### src/core/mux_dram_pkg.sv
// Shared constants, types and address mapping for the multiplexed-address link
package mux_dram_pkg;
	// Command pins {select_n, write_n, refresh_n}
	typedef enum logic [2:0] {CMD_MRS = 3'h0, CMD_WRITE = 3'h1, CMD_AUTO_REFRESH_CMD = 3'h2,
		CMD_READ = 3'h3, CMD_NOP = 3'h7} cmd_t;
	typedef enum logic [1:0] {OP_READ = 2'h0, OP_WRITE = 2'h1, OP_REFRESH = 2'h2,
		OP_MODE = 2'h3} op_t;
	typedef enum logic [1:0] {ORG_X36 = 2'h0, ORG_X18 = 2'h1, ORG_X9 = 2'h2} org_t;
	localparam logic [1:0] BL_2 = 2'h0;
	localparam logic [1:0] BL_4 = 2'h1;
	localparam logic [1:0] BL_8 = 2'h2;
	// Mode word fields
	localparam int MODE_BL_LSB = 3;
	localparam int MODE_MUX_BIT = 5;
	localparam int MODE_DLL_RST_BIT = 7;
	localparam logic [9:0] MODE_RESET = 10'h000;
	// Balls that carry their own bit in the first phase
	localparam logic [18:0] PHASE_ONE_MASK = 19'h66739;
	// Configurations 1..5 are codes 0..4
	localparam logic [2:0] CFG_ONE = 3'h0;
	localparam logic [2:0] CFG_FOUR = 3'h3;
	localparam logic [2:0] CFG_LAST = 3'h4;
	localparam logic [3:0] TRC_CLK [0:4] = '{4'h4, 4'h6, 4'h8, 4'h3, 4'h5};
	localparam logic [3:0] RL_CLK [0:4] = '{4'h5, 4'h7, 4'h9, 4'h4, 4'h6};
	localparam logic [3:0] WL_CLK [0:4] = '{4'h6, 4'h8, 4'hA, 4'h5, 4'h7};
	localparam int MAX_MHZ [0:4] = '{266, 400, 533, 200, 333};
	localparam int MIN_MHZ = 175;
	localparam logic [3:0] WR_RD_TRC_CFG4 = 4'h4;
	localparam logic [3:0] NONMUX_LAT_DROP = 4'h1;
	// Sequencing counts
	localparam logic [10:0] MRSC_CYC = 11'h006;
	localparam logic [10:0] INIT_DUMMY_MRS = 11'h002;
	localparam logic [10:0] INIT_NOP_CNT = 11'h400;
	localparam logic [2:0] LAST_BANK = 3'h7;
	// Register map of the controller
	localparam logic [3:0] REG_CTRL = 4'h0;
	localparam logic [3:0] REG_ADDR = 4'h4;
	localparam logic [3:0] REG_CMD = 4'h8;
	localparam logic [3:0] REG_STATUS = 4'hC;
	localparam logic [7:0] CTRL_RESET = 8'h00;
	localparam int CTRL_START_BIT = 0;
	localparam int ST_DROP_BIT = 2;
	localparam logic [1:0] RESP_OKAY = 2'h0;
	localparam logic [1:0] RESP_SLVERR = 2'h2;

	function automatic logic uses_a19(input logic [1:0] org, input logic [1:0] bl);
		return !((org == ORG_X36 && bl != BL_2) || (org == ORG_X18 && bl == BL_8));
	endfunction : uses_a19

	function automatic logic uses_a20(input logic [1:0] org, input logic [1:0] bl);
		return (org == ORG_X18 && bl == BL_2) || (org == ORG_X9 && bl != BL_8);
	endfunction : uses_a20

	function automatic logic drops_a18(input logic [1:0] org, input logic [1:0] bl);
		return org == ORG_X36 && bl == BL_8;
	endfunction : drops_a18

	// First address phase: listed balls carry their own bit
	function automatic logic [18:0] phase_one(input logic [21:0] a, input logic [1:0] org,
		input logic [1:0] bl);
		logic [18:0] p;
		p = a[18:0] & PHASE_ONE_MASK;
		p[18] = p[18] & !drops_a18(org, bl);
		return p;
	endfunction : phase_one

	// Second address phase: the remaining bits folded onto the same balls
	function automatic logic [18:0] phase_two(input logic [21:0] a, input logic [1:0] org,
		input logic [1:0] bl);
		logic [18:0] p;
		p = '0;
		p[3] = a[1];
		p[4] = a[2];
		p[8] = a[6];
		p[9] = a[7];
		p[13] = a[11];
		p[14] = a[12];
		p[17] = a[16];
		p[18] = a[15];
		p[10] = a[19] & uses_a19(org, bl);
		p[0] = a[20] & uses_a20(org, bl);
		p[5] = a[21] & (org == ORG_X9 && bl == BL_2);
		return p;
	endfunction : phase_two

	// Rebuild the full address from both phases
	function automatic logic [21:0] assemble(input logic [18:0] p1, input logic [18:0] p2,
		input logic [1:0] org, input logic [1:0] bl);
		logic [21:0] a;
		a = {3'h0, p1 & PHASE_ONE_MASK};
		a[1] = p2[3];
		a[2] = p2[4];
		a[6] = p2[8];
		a[7] = p2[9];
		a[11] = p2[13];
		a[12] = p2[14];
		a[16] = p2[17];
		a[15] = p2[18];
		a[18] = p1[18] & !drops_a18(org, bl);
		a[19] = p2[10] & uses_a19(org, bl);
		a[20] = p2[0] & uses_a20(org, bl);
		a[21] = p2[5] & (org == ORG_X9 && bl == BL_2);
		return a;
	endfunction : assemble
endpackage : mux_dram_pkg

### src/core/mux_dram_if.sv
// Command and address pins between controller and memory
interface mux_dram_if;
	logic [2:0] cmd_n;
	logic [18:0] addr;
	logic [2:0] bank;
	modport ctrl (output cmd_n, output addr, output bank);
	modport dev (input cmd_n, input addr, input bank);
endinterface : mux_dram_if

### src/core/mux_dram_ctrl.sv
// Controller end: AXI4-Lite registers, init sequence, two-phase command issue
// Functional notes
// - init starts with two dummy MODE_REGISTER_SET_CMD plus one
// - A5 high MODE_REGISTER_SET_CMD enters multiplexed mode
// - multiplexed mode may be entered later too
// - wait mode set recovery before multiplexed MODE_REGISTER_SET_CMD
// - A0,A3,A4,A5,A8,A9 prescribed in multiplexed MODE_REGISTER_SET_CMD
// - A10 to A18 zero during mode set
// - device ignores phase-two bit eight, bank
// - DLL reset field turns DLL off
// - reset DLL when clock or supply change
// - init ends with eight refreshes, 1024 idles
// - row cycle time after refresh, same bank
// - second phase folds A1..A16 onto balls
// - width and burst bits A19..A21, A18
// - multiplexed mode adds one latency clock
// - five configurations of cycle and latencies
// - no burst of eight in configs 1,4
// - config 4 write then read needs 4
// - command executes one edge after issue
// - next command may follow a refresh immediately
// - same bank again only after row cycle
//
// Implementation choices: the register offsets and register access over AXI4-Lite.
module mux_dram_ctrl
	import mux_dram_pkg::*;
(
	input wire logic aclk,
	input wire logic aresetn,
	mux_dram_if.ctrl bus,
	input wire logic [3:0] s_axi_awaddr,
	input wire logic s_axi_awvalid,
	output logic s_axi_awready,
	input wire logic [31:0] s_axi_wdata,
	input wire logic [3:0] s_axi_wstrb,
	input wire logic s_axi_wvalid,
	output logic s_axi_wready,
	output logic [1:0] s_axi_bresp,
	output logic s_axi_bvalid,
	input wire logic s_axi_bready,
	input wire logic [3:0] s_axi_araddr,
	input wire logic s_axi_arvalid,
	output logic s_axi_arready,
	output logic [31:0] s_axi_rdata,
	output logic [1:0] s_axi_rresp,
	output logic s_axi_rvalid,
	input wire logic s_axi_rready
);
	typedef enum logic [3:0] {ST_RESET = 4'h0, ST_DUMMY = 4'h1, ST_WAIT_A = 4'h2,
		ST_MRS_PH1 = 4'h3, ST_MRS_PH2 = 4'h4, ST_WAIT_B = 4'h5, ST_REFRESH = 4'h6,
		ST_NOPS = 4'h7, ST_READY = 4'h8, ST_PHASE2 = 4'h9} state_t;
	state_t state;
	logic aw_got, w_got, pending, dropped, start_init, in_init, init_done;
	logic [3:0] aw_addr_q;
	logic [31:0] w_data_q;
	logic [3:0] w_strb_q;
	logic [7:0] ctrl;
	logic [21:0] addr_reg;
	logic [1:0] pend_op;
	logic [2:0] pend_bank, ref_bank, prog_cfg, cfg_idx;
	logic [10:0] cnt;
	logic [18:0] ph2_q;
	logic [3:0] trc_left [0:7];
	logic [7:0] wr_extra;
	logic [1:0] bl_eff;
	logic cfg_seen, dll_rst, wr_fire, bank_ok, launch, issue_fire, issue_write;
	logic [2:0] issue_bank;
	logic [9:0] mode_val;

	// Burst of eight is never programmed here; it falls back to four
	assign bl_eff = (ctrl[4:3] >= BL_8) ? BL_4 : ctrl[4:3];
	// A new configuration means a new clock period, so the DLL is reset
	assign dll_rst = !in_init && cfg_seen && ctrl[7:5] != prog_cfg;
	assign mode_val = {2'h0, dll_rst, 1'b0, 1'b1, bl_eff, ctrl[7:5]};
	assign cfg_idx = (prog_cfg > CFG_LAST) ? CFG_ONE : prog_cfg;
	assign wr_fire = aw_got && w_got;
	assign bank_ok = trc_left[pend_bank] == 4'h0 || (trc_left[pend_bank] == 4'h1
		&& wr_extra[pend_bank] && pend_op != OP_READ);
	assign launch = state == ST_READY && pending && (pend_op == OP_MODE || bank_ok);
	assign issue_fire = (launch && pend_op != OP_MODE) || state == ST_REFRESH;
	assign issue_bank = (state == ST_REFRESH) ? ref_bank : pend_bank;
	assign issue_write = launch && pend_op == OP_WRITE;

	// AXI4-Lite channel handshakes; response one edge after both halves are in
	always_ff @(posedge aclk)
	begin
		if (!aresetn)
		begin
			s_axi_awready <= 1'b0;
			s_axi_wready <= 1'b0;
			s_axi_bvalid <= 1'b0;
			s_axi_bresp <= RESP_OKAY;
			aw_got <= 1'b0;
			w_got <= 1'b0;
			aw_addr_q <= 4'h0;
			w_data_q <= 32'h0;
			w_strb_q <= 4'h0;
		end
		else
		begin
			s_axi_awready <= !aw_got && !s_axi_bvalid && !(s_axi_awvalid && s_axi_awready);
			s_axi_wready <= !w_got && !s_axi_bvalid && !(s_axi_wvalid && s_axi_wready);
			if (s_axi_awvalid && s_axi_awready)
			begin
				aw_got <= 1'b1;
				aw_addr_q <= s_axi_awaddr;
			end
			if (s_axi_wvalid && s_axi_wready)
			begin
				w_got <= 1'b1;
				w_data_q <= s_axi_wdata;
				w_strb_q <= s_axi_wstrb;
			end
			if (wr_fire)
			begin
				aw_got <= 1'b0;
				w_got <= 1'b0;
				s_axi_bvalid <= 1'b1;
				s_axi_bresp <= (aw_addr_q == REG_CTRL || aw_addr_q == REG_ADDR
					|| aw_addr_q == REG_CMD || aw_addr_q == REG_STATUS) ? RESP_OKAY : RESP_SLVERR;
			end
			else if (s_axi_bvalid && s_axi_bready)
				s_axi_bvalid <= 1'b0;
		end
	end

	// Read channel; data sampled at the address handshake
	always_ff @(posedge aclk)
	begin
		if (!aresetn)
		begin
			s_axi_arready <= 1'b0;
			s_axi_rvalid <= 1'b0;
			s_axi_rdata <= 32'h0;
			s_axi_rresp <= RESP_OKAY;
		end
		else
		begin
			s_axi_arready <= !s_axi_rvalid && !(s_axi_arvalid && s_axi_arready);
			if (s_axi_arvalid && s_axi_arready)
			begin
				s_axi_rvalid <= 1'b1;
				s_axi_rresp <= RESP_OKAY;
				if (s_axi_araddr == REG_CTRL)
					s_axi_rdata <= {24'h0, ctrl};
				else if (s_axi_araddr == REG_ADDR)
					s_axi_rdata <= {10'h0, addr_reg};
				else if (s_axi_araddr == REG_CMD)
					s_axi_rdata <= {25'h0, pend_bank, 2'h0, pend_op};
				else if (s_axi_araddr == REG_STATUS)
					s_axi_rdata <= {29'h0, dropped, init_done, state != ST_READY || pending};
				else
				begin
					s_axi_rdata <= 32'h0;
					s_axi_rresp <= RESP_SLVERR;
				end
			end
			else if (s_axi_rvalid && s_axi_rready)
				s_axi_rvalid <= 1'b0;
		end
	end

	// Software registers; a command written while one is pending is dropped
	always_ff @(posedge aclk)
	begin
		if (!aresetn)
		begin
			ctrl <= CTRL_RESET;
			addr_reg <= 22'h0;
			pending <= 1'b0;
			pend_op <= OP_READ;
			pend_bank <= 3'h0;
			dropped <= 1'b0;
			start_init <= 1'b0;
		end
		else
		begin
			start_init <= 1'b0;
			if (launch)
				pending <= 1'b0;
			if (wr_fire && aw_addr_q == REG_CTRL && w_strb_q[0])
			begin
				ctrl <= {w_data_q[7:1], 1'b0};
				start_init <= w_data_q[CTRL_START_BIT];
			end
			else if (wr_fire && aw_addr_q == REG_ADDR)
			begin
				// Lanes 0 and 1 are full bytes; lane 2 holds only the six top bits
				for (int i = 0; i < 2; i++)
					if (w_strb_q[i])
						addr_reg[8*i+:8] <= w_data_q[8*i+:8];
				addr_reg[21:16] <= w_strb_q[2] ? w_data_q[21:16] : addr_reg[21:16];
			end
			else if (wr_fire && aw_addr_q == REG_STATUS && w_strb_q[0] && w_data_q[ST_DROP_BIT])
				dropped <= 1'b0;
			else if (wr_fire && aw_addr_q == REG_CMD && w_strb_q[0])
			begin
				if (pending || state != ST_READY)
					dropped <= 1'b1;
				else
				begin
					pending <= 1'b1;
					pend_op <= w_data_q[1:0];
					pend_bank <= w_data_q[6:4];
				end
			end
		end
	end

	// Row cycle counters per bank
	always_ff @(posedge aclk)
	begin
		if (!aresetn)
		begin
			wr_extra <= 8'h0;
			for (int b = 0; b < 8; b++)
				trc_left[b] <= 4'h0;
		end
		else
			for (int b = 0; b < 8; b++)
				if (issue_fire && issue_bank == 3'(b))
				begin
					if (issue_write && prog_cfg == CFG_FOUR)
					begin
						trc_left[b] <= WR_RD_TRC_CFG4 - 4'h1;
						wr_extra[b] <= 1'b1;
					end
					else
					begin
						trc_left[b] <= TRC_CLK[cfg_idx] - 4'h1;
						wr_extra[b] <= 1'b0;
					end
				end
				else if (trc_left[b] != 4'h0)
					trc_left[b] <= trc_left[b] - 4'h1;
	end

	// Sequencer and pin drive; pins idle as a no-operation with address low
	always_ff @(posedge aclk)
	begin
		if (!aresetn)
		begin
			state <= ST_RESET;
			bus.cmd_n <= CMD_NOP;
			bus.addr <= 19'h0;
			bus.bank <= 3'h0;
			cnt <= 11'h0;
			ref_bank <= 3'h0;
			ph2_q <= 19'h0;
			in_init <= 1'b0;
			init_done <= 1'b0;
			prog_cfg <= CFG_ONE;
			cfg_seen <= 1'b0;
		end
		else
		begin
			bus.cmd_n <= CMD_NOP;
			bus.addr <= 19'h0;
			bus.bank <= 3'h0;
			case (state)
				ST_RESET:
					if (start_init)
					begin
						state <= ST_DUMMY;
						in_init <= 1'b1;
						cnt <= 11'h0;
					end
				ST_DUMMY:
				begin
					bus.cmd_n <= CMD_MRS;
					if (cnt == INIT_DUMMY_MRS)
					begin
						bus.addr <= {9'h0, mode_val};
						state <= ST_WAIT_A;
						cnt <= 11'h0;
					end
					else
						cnt <= cnt + 11'h1;
				end
				ST_WAIT_A, ST_WAIT_B:
					if (cnt == MRSC_CYC - 11'h1)
					begin
						cnt <= 11'h0;
						state <= (state == ST_WAIT_A) ? ST_MRS_PH1
							: (in_init ? ST_REFRESH : ST_READY);
					end
					else
						cnt <= cnt + 11'h1;
				ST_MRS_PH1:
				begin
					bus.cmd_n <= CMD_MRS;
					bus.addr <= {9'h0, mode_val[9:8], 2'h0, mode_val[5:3], 2'h0,
						mode_val[0]};
					state <= ST_MRS_PH2;
				end
				ST_MRS_PH2:
				begin
					bus.addr <= {9'h0, mode_val[7], 4'h0, mode_val[2:1], 3'h0};
					prog_cfg <= ctrl[7:5];
					cfg_seen <= 1'b1;
					state <= ST_WAIT_B;
				end
				ST_REFRESH:
				begin
					bus.cmd_n <= CMD_AUTO_REFRESH_CMD;
					bus.bank <= ref_bank;
					ref_bank <= ref_bank + 3'h1;
					if (ref_bank == LAST_BANK)
						state <= ST_NOPS;
				end
				ST_NOPS:
					if (cnt == INIT_NOP_CNT - 11'h1)
					begin
						state <= ST_READY;
						in_init <= 1'b0;
						init_done <= 1'b1;
						cnt <= 11'h0;
					end
					else
						cnt <= cnt + 11'h1;
				ST_READY:
					if (launch && pend_op == OP_MODE)
						state <= ST_MRS_PH1;
					else if (launch && pend_op == OP_REFRESH)
					begin
						bus.cmd_n <= CMD_AUTO_REFRESH_CMD;
						bus.bank <= pend_bank;
					end
					else if (launch)
					begin
						bus.cmd_n <= (pend_op == OP_WRITE) ? CMD_WRITE : CMD_READ;
						bus.bank <= pend_bank;
						bus.addr <= phase_one(addr_reg, ctrl[2:1], bl_eff);
						ph2_q <= phase_two(addr_reg, ctrl[2:1], bl_eff);
						state <= ST_PHASE2;
					end
				ST_PHASE2:
				begin
					bus.addr <= ph2_q;
					state <= ST_READY;
				end
				default:
					state <= ST_RESET;
			endcase
		end
	end
endmodule : mux_dram_ctrl

### src/flat_wrapper.sv
// flat-port wrapper written by rule: the top's interface ports become plain ports
module mux_dram_ctrl_flat import mux_dram_pkg::*;
  (aclk, aresetn, s_axi_awaddr, s_axi_awvalid, s_axi_awready, s_axi_wdata, s_axi_wstrb, s_axi_wvalid, s_axi_wready, s_axi_bresp, s_axi_bvalid, s_axi_bready, s_axi_araddr, s_axi_arvalid, s_axi_arready, s_axi_rdata, s_axi_rresp, s_axi_rvalid, s_axi_rready, bus_cmd_n, bus_addr, bus_bank);
  mux_dram_if bus_i ();
  input wire logic aclk;
  input wire logic aresetn;
  input wire logic [3:0] s_axi_awaddr;
  input wire logic s_axi_awvalid;
  output logic s_axi_awready;
  input wire logic [31:0] s_axi_wdata;
  input wire logic [3:0] s_axi_wstrb;
  input wire logic s_axi_wvalid;
  output logic s_axi_wready;
  output logic [1:0] s_axi_bresp;
  output logic s_axi_bvalid;
  input wire logic s_axi_bready;
  input wire logic [3:0] s_axi_araddr;
  input wire logic s_axi_arvalid;
  output logic s_axi_arready;
  output logic [31:0] s_axi_rdata;
  output logic [1:0] s_axi_rresp;
  output logic s_axi_rvalid;
  input wire logic s_axi_rready;
  output wire logic [$bits(bus_i.cmd_n)-1:0] bus_cmd_n;
  output wire logic [$bits(bus_i.addr)-1:0] bus_addr;
  output wire logic [$bits(bus_i.bank)-1:0] bus_bank;
  assign bus_cmd_n = bus_i.cmd_n;
  assign bus_addr = bus_i.addr;
  assign bus_bank = bus_i.bank;
  mux_dram_ctrl u_core (.aclk(aclk), .aresetn(aresetn), .bus(bus_i), .s_axi_awaddr(s_axi_awaddr), .s_axi_awvalid(s_axi_awvalid), .s_axi_awready(s_axi_awready), .s_axi_wdata(s_axi_wdata), .s_axi_wstrb(s_axi_wstrb), .s_axi_wvalid(s_axi_wvalid), .s_axi_wready(s_axi_wready), .s_axi_bresp(s_axi_bresp), .s_axi_bvalid(s_axi_bvalid), .s_axi_bready(s_axi_bready), .s_axi_araddr(s_axi_araddr), .s_axi_arvalid(s_axi_arvalid), .s_axi_arready(s_axi_arready), .s_axi_rdata(s_axi_rdata), .s_axi_rresp(s_axi_rresp), .s_axi_rvalid(s_axi_rvalid), .s_axi_rready(s_axi_rready));
endmodule
### config.mk
export PLATFORM = sky130hd
export DESIGN_NAME = mux_dram_ctrl_flat
export DESIGN_NICKNAME = d
export VERILOG_FILES = /design/src/core/mux_dram_pkg.sv /design/src/core/mux_dram_if.sv /design/src/core/mux_dram_ctrl.sv /design/src/flat_wrapper.sv
export SDC_FILE = /design/constraint.sdc
export NUM_CORES = 1
export LEC_CHECK = 0
export BUFFER_PORTS_ARGS = -buffer_cell sky130_fd_sc_hd__buf_4
export CAP_MARGIN = 20
export CORE_MARGIN = 1
export CORE_UTILIZATION = 53
export CTS_BUF_LIST = sky130_fd_sc_hd__clkbuf_16
export DETAILED_ROUTE_END_ITERATION = 16
export MAX_ROUTING_LAYER = met4
export PLACE_DENSITY = 0.83
export SYNTH_ARGS = -nofsm -noshare
export SYNTH_HDL_FRONTEND = slang
export SYNTH_SLANG_ARGS = --single-unit
export TNS_END_PERCENT = 50
### constraint.sdc
create_clock -name aclk -period 2.5 [get_ports aclk]
set_input_delay 0.25 -clock aclk [delete_from_list [all_inputs] [get_ports aclk]]
set_output_delay 0.25 -clock aclk [all_outputs]
set_load 0.1 [all_outputs]
# Word-level counts from Yosys, hierarchy flattened

Memories as Yosys holds them, arrays and structs flattened. A register that Yosys moved wholly into a read port is not among the register bits.
Cells that the tools add are included.

Reduce and logical (&&, ||, !) cells: 100
Add/sub/neg operators: 11
Magnitude comparators: 4
Bitwise operators: 36
Eq/ne operators: 45
Multiplexer cells: 171

Operator list:

| operator              | count |
|---|---|
| $mux 4                | 36 |
| $mux 1                | 99 |
| $mux 32               | 3 |
| $pmux 19 s5           | 1 |
| $mux 19               | 3 |
| $logic_and 1x1->1     | 44 |
| $mux 11               | 4 |
| $pmux 11 s4           | 1 |
| $pmux 4 s9            | 1 |
| $reduce_bool 4->1     | 9 |
| $sub 4x1->4 const B   | 9 |
| $mux 3                | 11 |
| $eq 4x3->1 const B    | 6 |
| $eq 4x4->1 const B    | 6 |
| $or 1x1->1            | 24 |
| $logic_not 4->1       | 4 |
| $eq 3x3->1 const B    | 5 |
| $mux 2                | 7 |
| $reduce_bool 2->1     | 7 |
| $reduce_and 3->1      | 4 |
| $add 11x1->11 const B | 1 |
| $eq 11x10->1 const B  | 1 |
| $eq 11x2->1 const B   | 1 |
| $eq 11x3->1 const B   | 1 |
| other kinds (34)      | 79 |

Word-level logic and storage cells: 410
Register bits after elaboration: 177
Input port bits: 51
Memory bits (writable): 32
Memories kept: 2
Memory bits (read-only): 32

Memory list:

| name             | depth | bits a word | read ports | clocked after memory_dff | wr ports | line                 | RTL |
|---|---|---|---|---|---|---|---|
| (name not given) | 8     | 4           | 1          | 0                        | 0        | mux_dram_ctrl.sv:230 | `trc_left[b] <= TRC_CLK[cfg_idx] - 4'h1;` |
| u_core.trc_left  | 8     | 4           | 9          | 1                        | 8        | mux_dram_ctrl.sv:63  | `logic [3:0] trc_left [0:7];` |

# Logic depth before layout (Yosys ltp)

Word-level depth: 16
Gate-level depth with buffers: 9
Depth with buffers taken out: 8

# Worst setup path before layout

Ideal clock, no wire load.

Path kind: register to register
From: reg u_core.pend_bank[0]
To: mem u_core.trc_left[5][0], enable pin
Arrival time: 2.114 ns
Required time: 2.217 ns
Setup slack: 0.103 ns
Setup time: 0.283 ns
Path buffers: 2
Stages on the path, launching flop included: 8
Path through: dfxtp_1 buf_4 mux4_2 nor2_1 o41ai_2 buf_4 and3_1 or4_1

RTL lines:

| what                   | line                 | RTL |
|---|---|---|
| from (decl)            | mux_dram_ctrl.sv:60  | `logic [2:0] pend_bank, ref_bank, prog_cfg, cfg_idx;` |
| from (signal assigned) | mux_dram_ctrl.sv:204 | `pend_bank <= w_data_q[6:4];` |
| to (decl)              | mux_dram_ctrl.sv:63  |  |

==> impl_metrics.py <==
metrics = {
    "critical_path": {
        "startpoint_type": "register",
        "cp.arrival_ns": 2.97,
        "crit_fanout": 8,
        "worstSetupEndpointType": "register",
        "worstSetupPathType": "register to register",
        "required_ns": 2.87,
        "r2r_slack_ns": -0.1,
    },
    "drt": {
        "wire_per_inst_um": 18.8,
        "drtIter0Drc": 1011,
        "drt_pass1_iterations": 6,
        "vias": 8761,
        "wirelength_um": 26900,
        "drc": 0,
        "viasPerCell": 6.14,
        "antenna_left": 0,
    },
    "cells_and_area": {
        "regMostFlops": "u_core.trc_left",
        "fin_cells": 1428,
        "syn_to_final_growth_pct": 24.4,
        "layout-drive-gt1-share_pct": 24.0,
        "fillers": 1201,
        "antenna_cells": 0,
        "largest_reg_flops": 32,
        "fin_nets": 1260,
    },
    "timing": {
        "rsz0062_at_grt": "yes",
        "drv_slew": 0,
        "hold-worst-slack_ns": 0.0465,
        "hold_violations": 0,
        "finalSetupViolCount": 43,
        "setup_tns_ns": -1.57,
        "clock_skew_ns": 0.0148,
        "tightest_slew_ns": 1.04,
        "fin_crit_ns": 2.60,
        "fmax_mhz": 385,
        "fin_ws_ns": -0.0998,
        "finalCritPeriodShare_pct": 104,
        "slew-limit-headroom_pct": 30.1,
    },
    "power": {
        "p_leak_uw": 0.00441,
        "swShare_pct": 33.2,
        "power.share.clock_pct": 28.9,
        "p_per_area_nw_per_um2": 768,
        "irDropWorstVdd_mv": 0.589,
        "power_frac_seq_pct": 43.6,
        "power.switching_uw": 2940,
        "intPower_uw": 5910,
        "power_frac_comb_pct": 27.5,
    },
    "grt": {
        "grt_usage_pct": 29.3,
        "overflow": 0,
        "antenna_found_initial": 0,
        "grt_pass1_vias": 8103,
        "grt_pass1_wl_um": 40300,
        "grt_start_max_net_pins": 43,
    },
    "floorplan": {
        "dieWidth_um": 134,
        "die_h_um": 134,
        "die-area_sq_um": 18000,
        "fp-row-count": 47,
        "core_area_sq_um": 16800,
        "ioPinCount": 117,
        "initial_core_util_pct": 55.1,
    },
    "synthesis": {
        "ys_types": 78,
        "synth_cells": 1052,
        "ys_ff_latch": 195,
        "synth_top_area_share_pct": 35.2,
        "synth-seq-area-share_pct": 45.6,
        "ys_warn_count": 0,
        "syn_area_sq_um": 9260,
        "synth_area_leaders": "dfxtp_1 35%, edfxtp_1 10%, a21oi_1 5.8%, nand2_1 5.5%, nor2_1 4.1%",
        "yosysMostFrequentCell": "dfxtp_1",
        "yosys-top-cells-count": "163 x dfxtp_1, 136 x nand2_1, 108 x a21oi_1",
        "avgSynthCellArea_sq_um": 8.80,
        "synth_edf_count": 32,
        "yosysTopAreaCell": "dfxtp_1",
        "synth-async-reset-ratio_pct": 0,
        "synthFlopType": "dfxtp_1",
    },
    "placed_design": {
        "dp_hpwl_um": 17400,
        "gp_congestion": 0.947,
        "dp_cells": 1387,
        "numPortBuffers": 88,
    },
    "clock_tree": {
        "cts_sinks": 195,
        "clk_pin_slew_ns": 0.08,
        "cts_hold_buf": 0,
        "cts_tree": "done",
        "clk_latency_ns": 0.45,
        "cts_root_buf": "clkbuf_16",
        "cts_max_level": 4,
        "cts.path.max_buffers": 2,
        "cts_buffers": 17,
    },
    "outcome": {
        "violations": "setup timing",
        "outcome": "finished, violations left",
    },
    "min_path": {
        "hold_class": "input port to register",
    },
    "run": {
        "max_cap_viol_count": 0,
    },
}
==> cell families after synthesis <==
logic type	Yosys count	synth area share (%)
AO/OA/AOI/OAI	231	15.9
XOR/XNOR	13	1.23
adder cells (fa/ha/maj)	13	1.76
buffers and inverters	111	5.45
flip-flops	195	45.6
multiplexers	53	6.49
other	1	0.0405
AND/OR/NAND/NOR	435	23.5
==> metrics by stage <==
stage	cell area [sq um]	utilization [%]	setup WS (ns)	total power, uW
after floorplan	9320	-	0.103	5460
after global placement	10600	62.9	-0.170	6070
after detailed placement	10600	62.9	-0.265	6180
after CTS	11200	66.5	-0.0295	8720
after global routing	11500	68.5	-0.180	9220
final	11500	68.5	-0.0998	8840
==> layout make-up <==
class | instances | area [sq um] | area share [%]
clock buffers | 17 | 425 | 3.69
clock inverters | 14 | 104 | 0.901
inverters | 32 | 123 | 1.06
well taps | 220 | 275 | 2.39
flip-flops and latches | 195 | 4230 | 36.7
repair buffers | 188 | 1510 | 13.1
multi-input cells | 762 | 4850 | 42.1
==> timing repair <==
item                                    in CTS  in global routing
gates resized for setup                     12                 58
cloned                                       0                  3
pin swaps                                    3                 24
endpoints found under the setup margin      99                101
setup buffers                                2                  5
==> worst paths after layout <==
check                                         from                                to  cells after the start
setup reg to reg                          register   u_core.wr_extra[0]$_SDFFE_PN0P_                      8
setup / recovery                          register   u_core.wr_extra[0]$_SDFFE_PN0P_                      8
hold reg to reg   u_core.w_data_q[18]$_SDFFE_PN0P_  u_core.w_data_q[18]$_SDFFE_PN0P_                      2
hold / removal                     s_axi_wdata[16]  u_core.w_data_q[16]$_SDFFE_PN0P_                      3
==> critical path: stages, from the launching register on <==
cell	delay (ns)
dfxtp_4	0.44
mux4_2	0.56
mux2_2	0.35
o41a_4	0.17
buf_4	0.18
nor4_4	0.31
buf_4	0.22
o21ai_1	0.10
a21oi_1	0.20
==> metal layers <==
metal	vias up	track usage, %	part of all wire [%]
met2	488	45.2	48
met3	87	5.63	9.0
li1	4024	-	-
met5	-	-	0
met1	4162	37.7	40
met4	0	12.0	3.2
==> power by group through the flow <==
stage,clock (uW),sequential (uW),combinational (uW)
6_report,2560,3860,2430
3_5_place_dp,0,3900,2280
5_1_grt,2690,3890,2640
4_1_cts,2560,3840,2320
3_3_place_gp,0,3890,2190
2_1_floorplan,0,3990,1470
==> layout by cell type, fill, tap and decap left out, drive strengths merged, types with 17 or more instances in the layout <==
cell type and instances:
inv 42, nand3 53, a21oi 108, buf 186, mux2i 36, nor3 22, nor2 102, edfxtp 32
clkbuf 19, conb 17, dfxtp 163, nand2 137, o21ai 43
(Power assumes the default switching activity.)
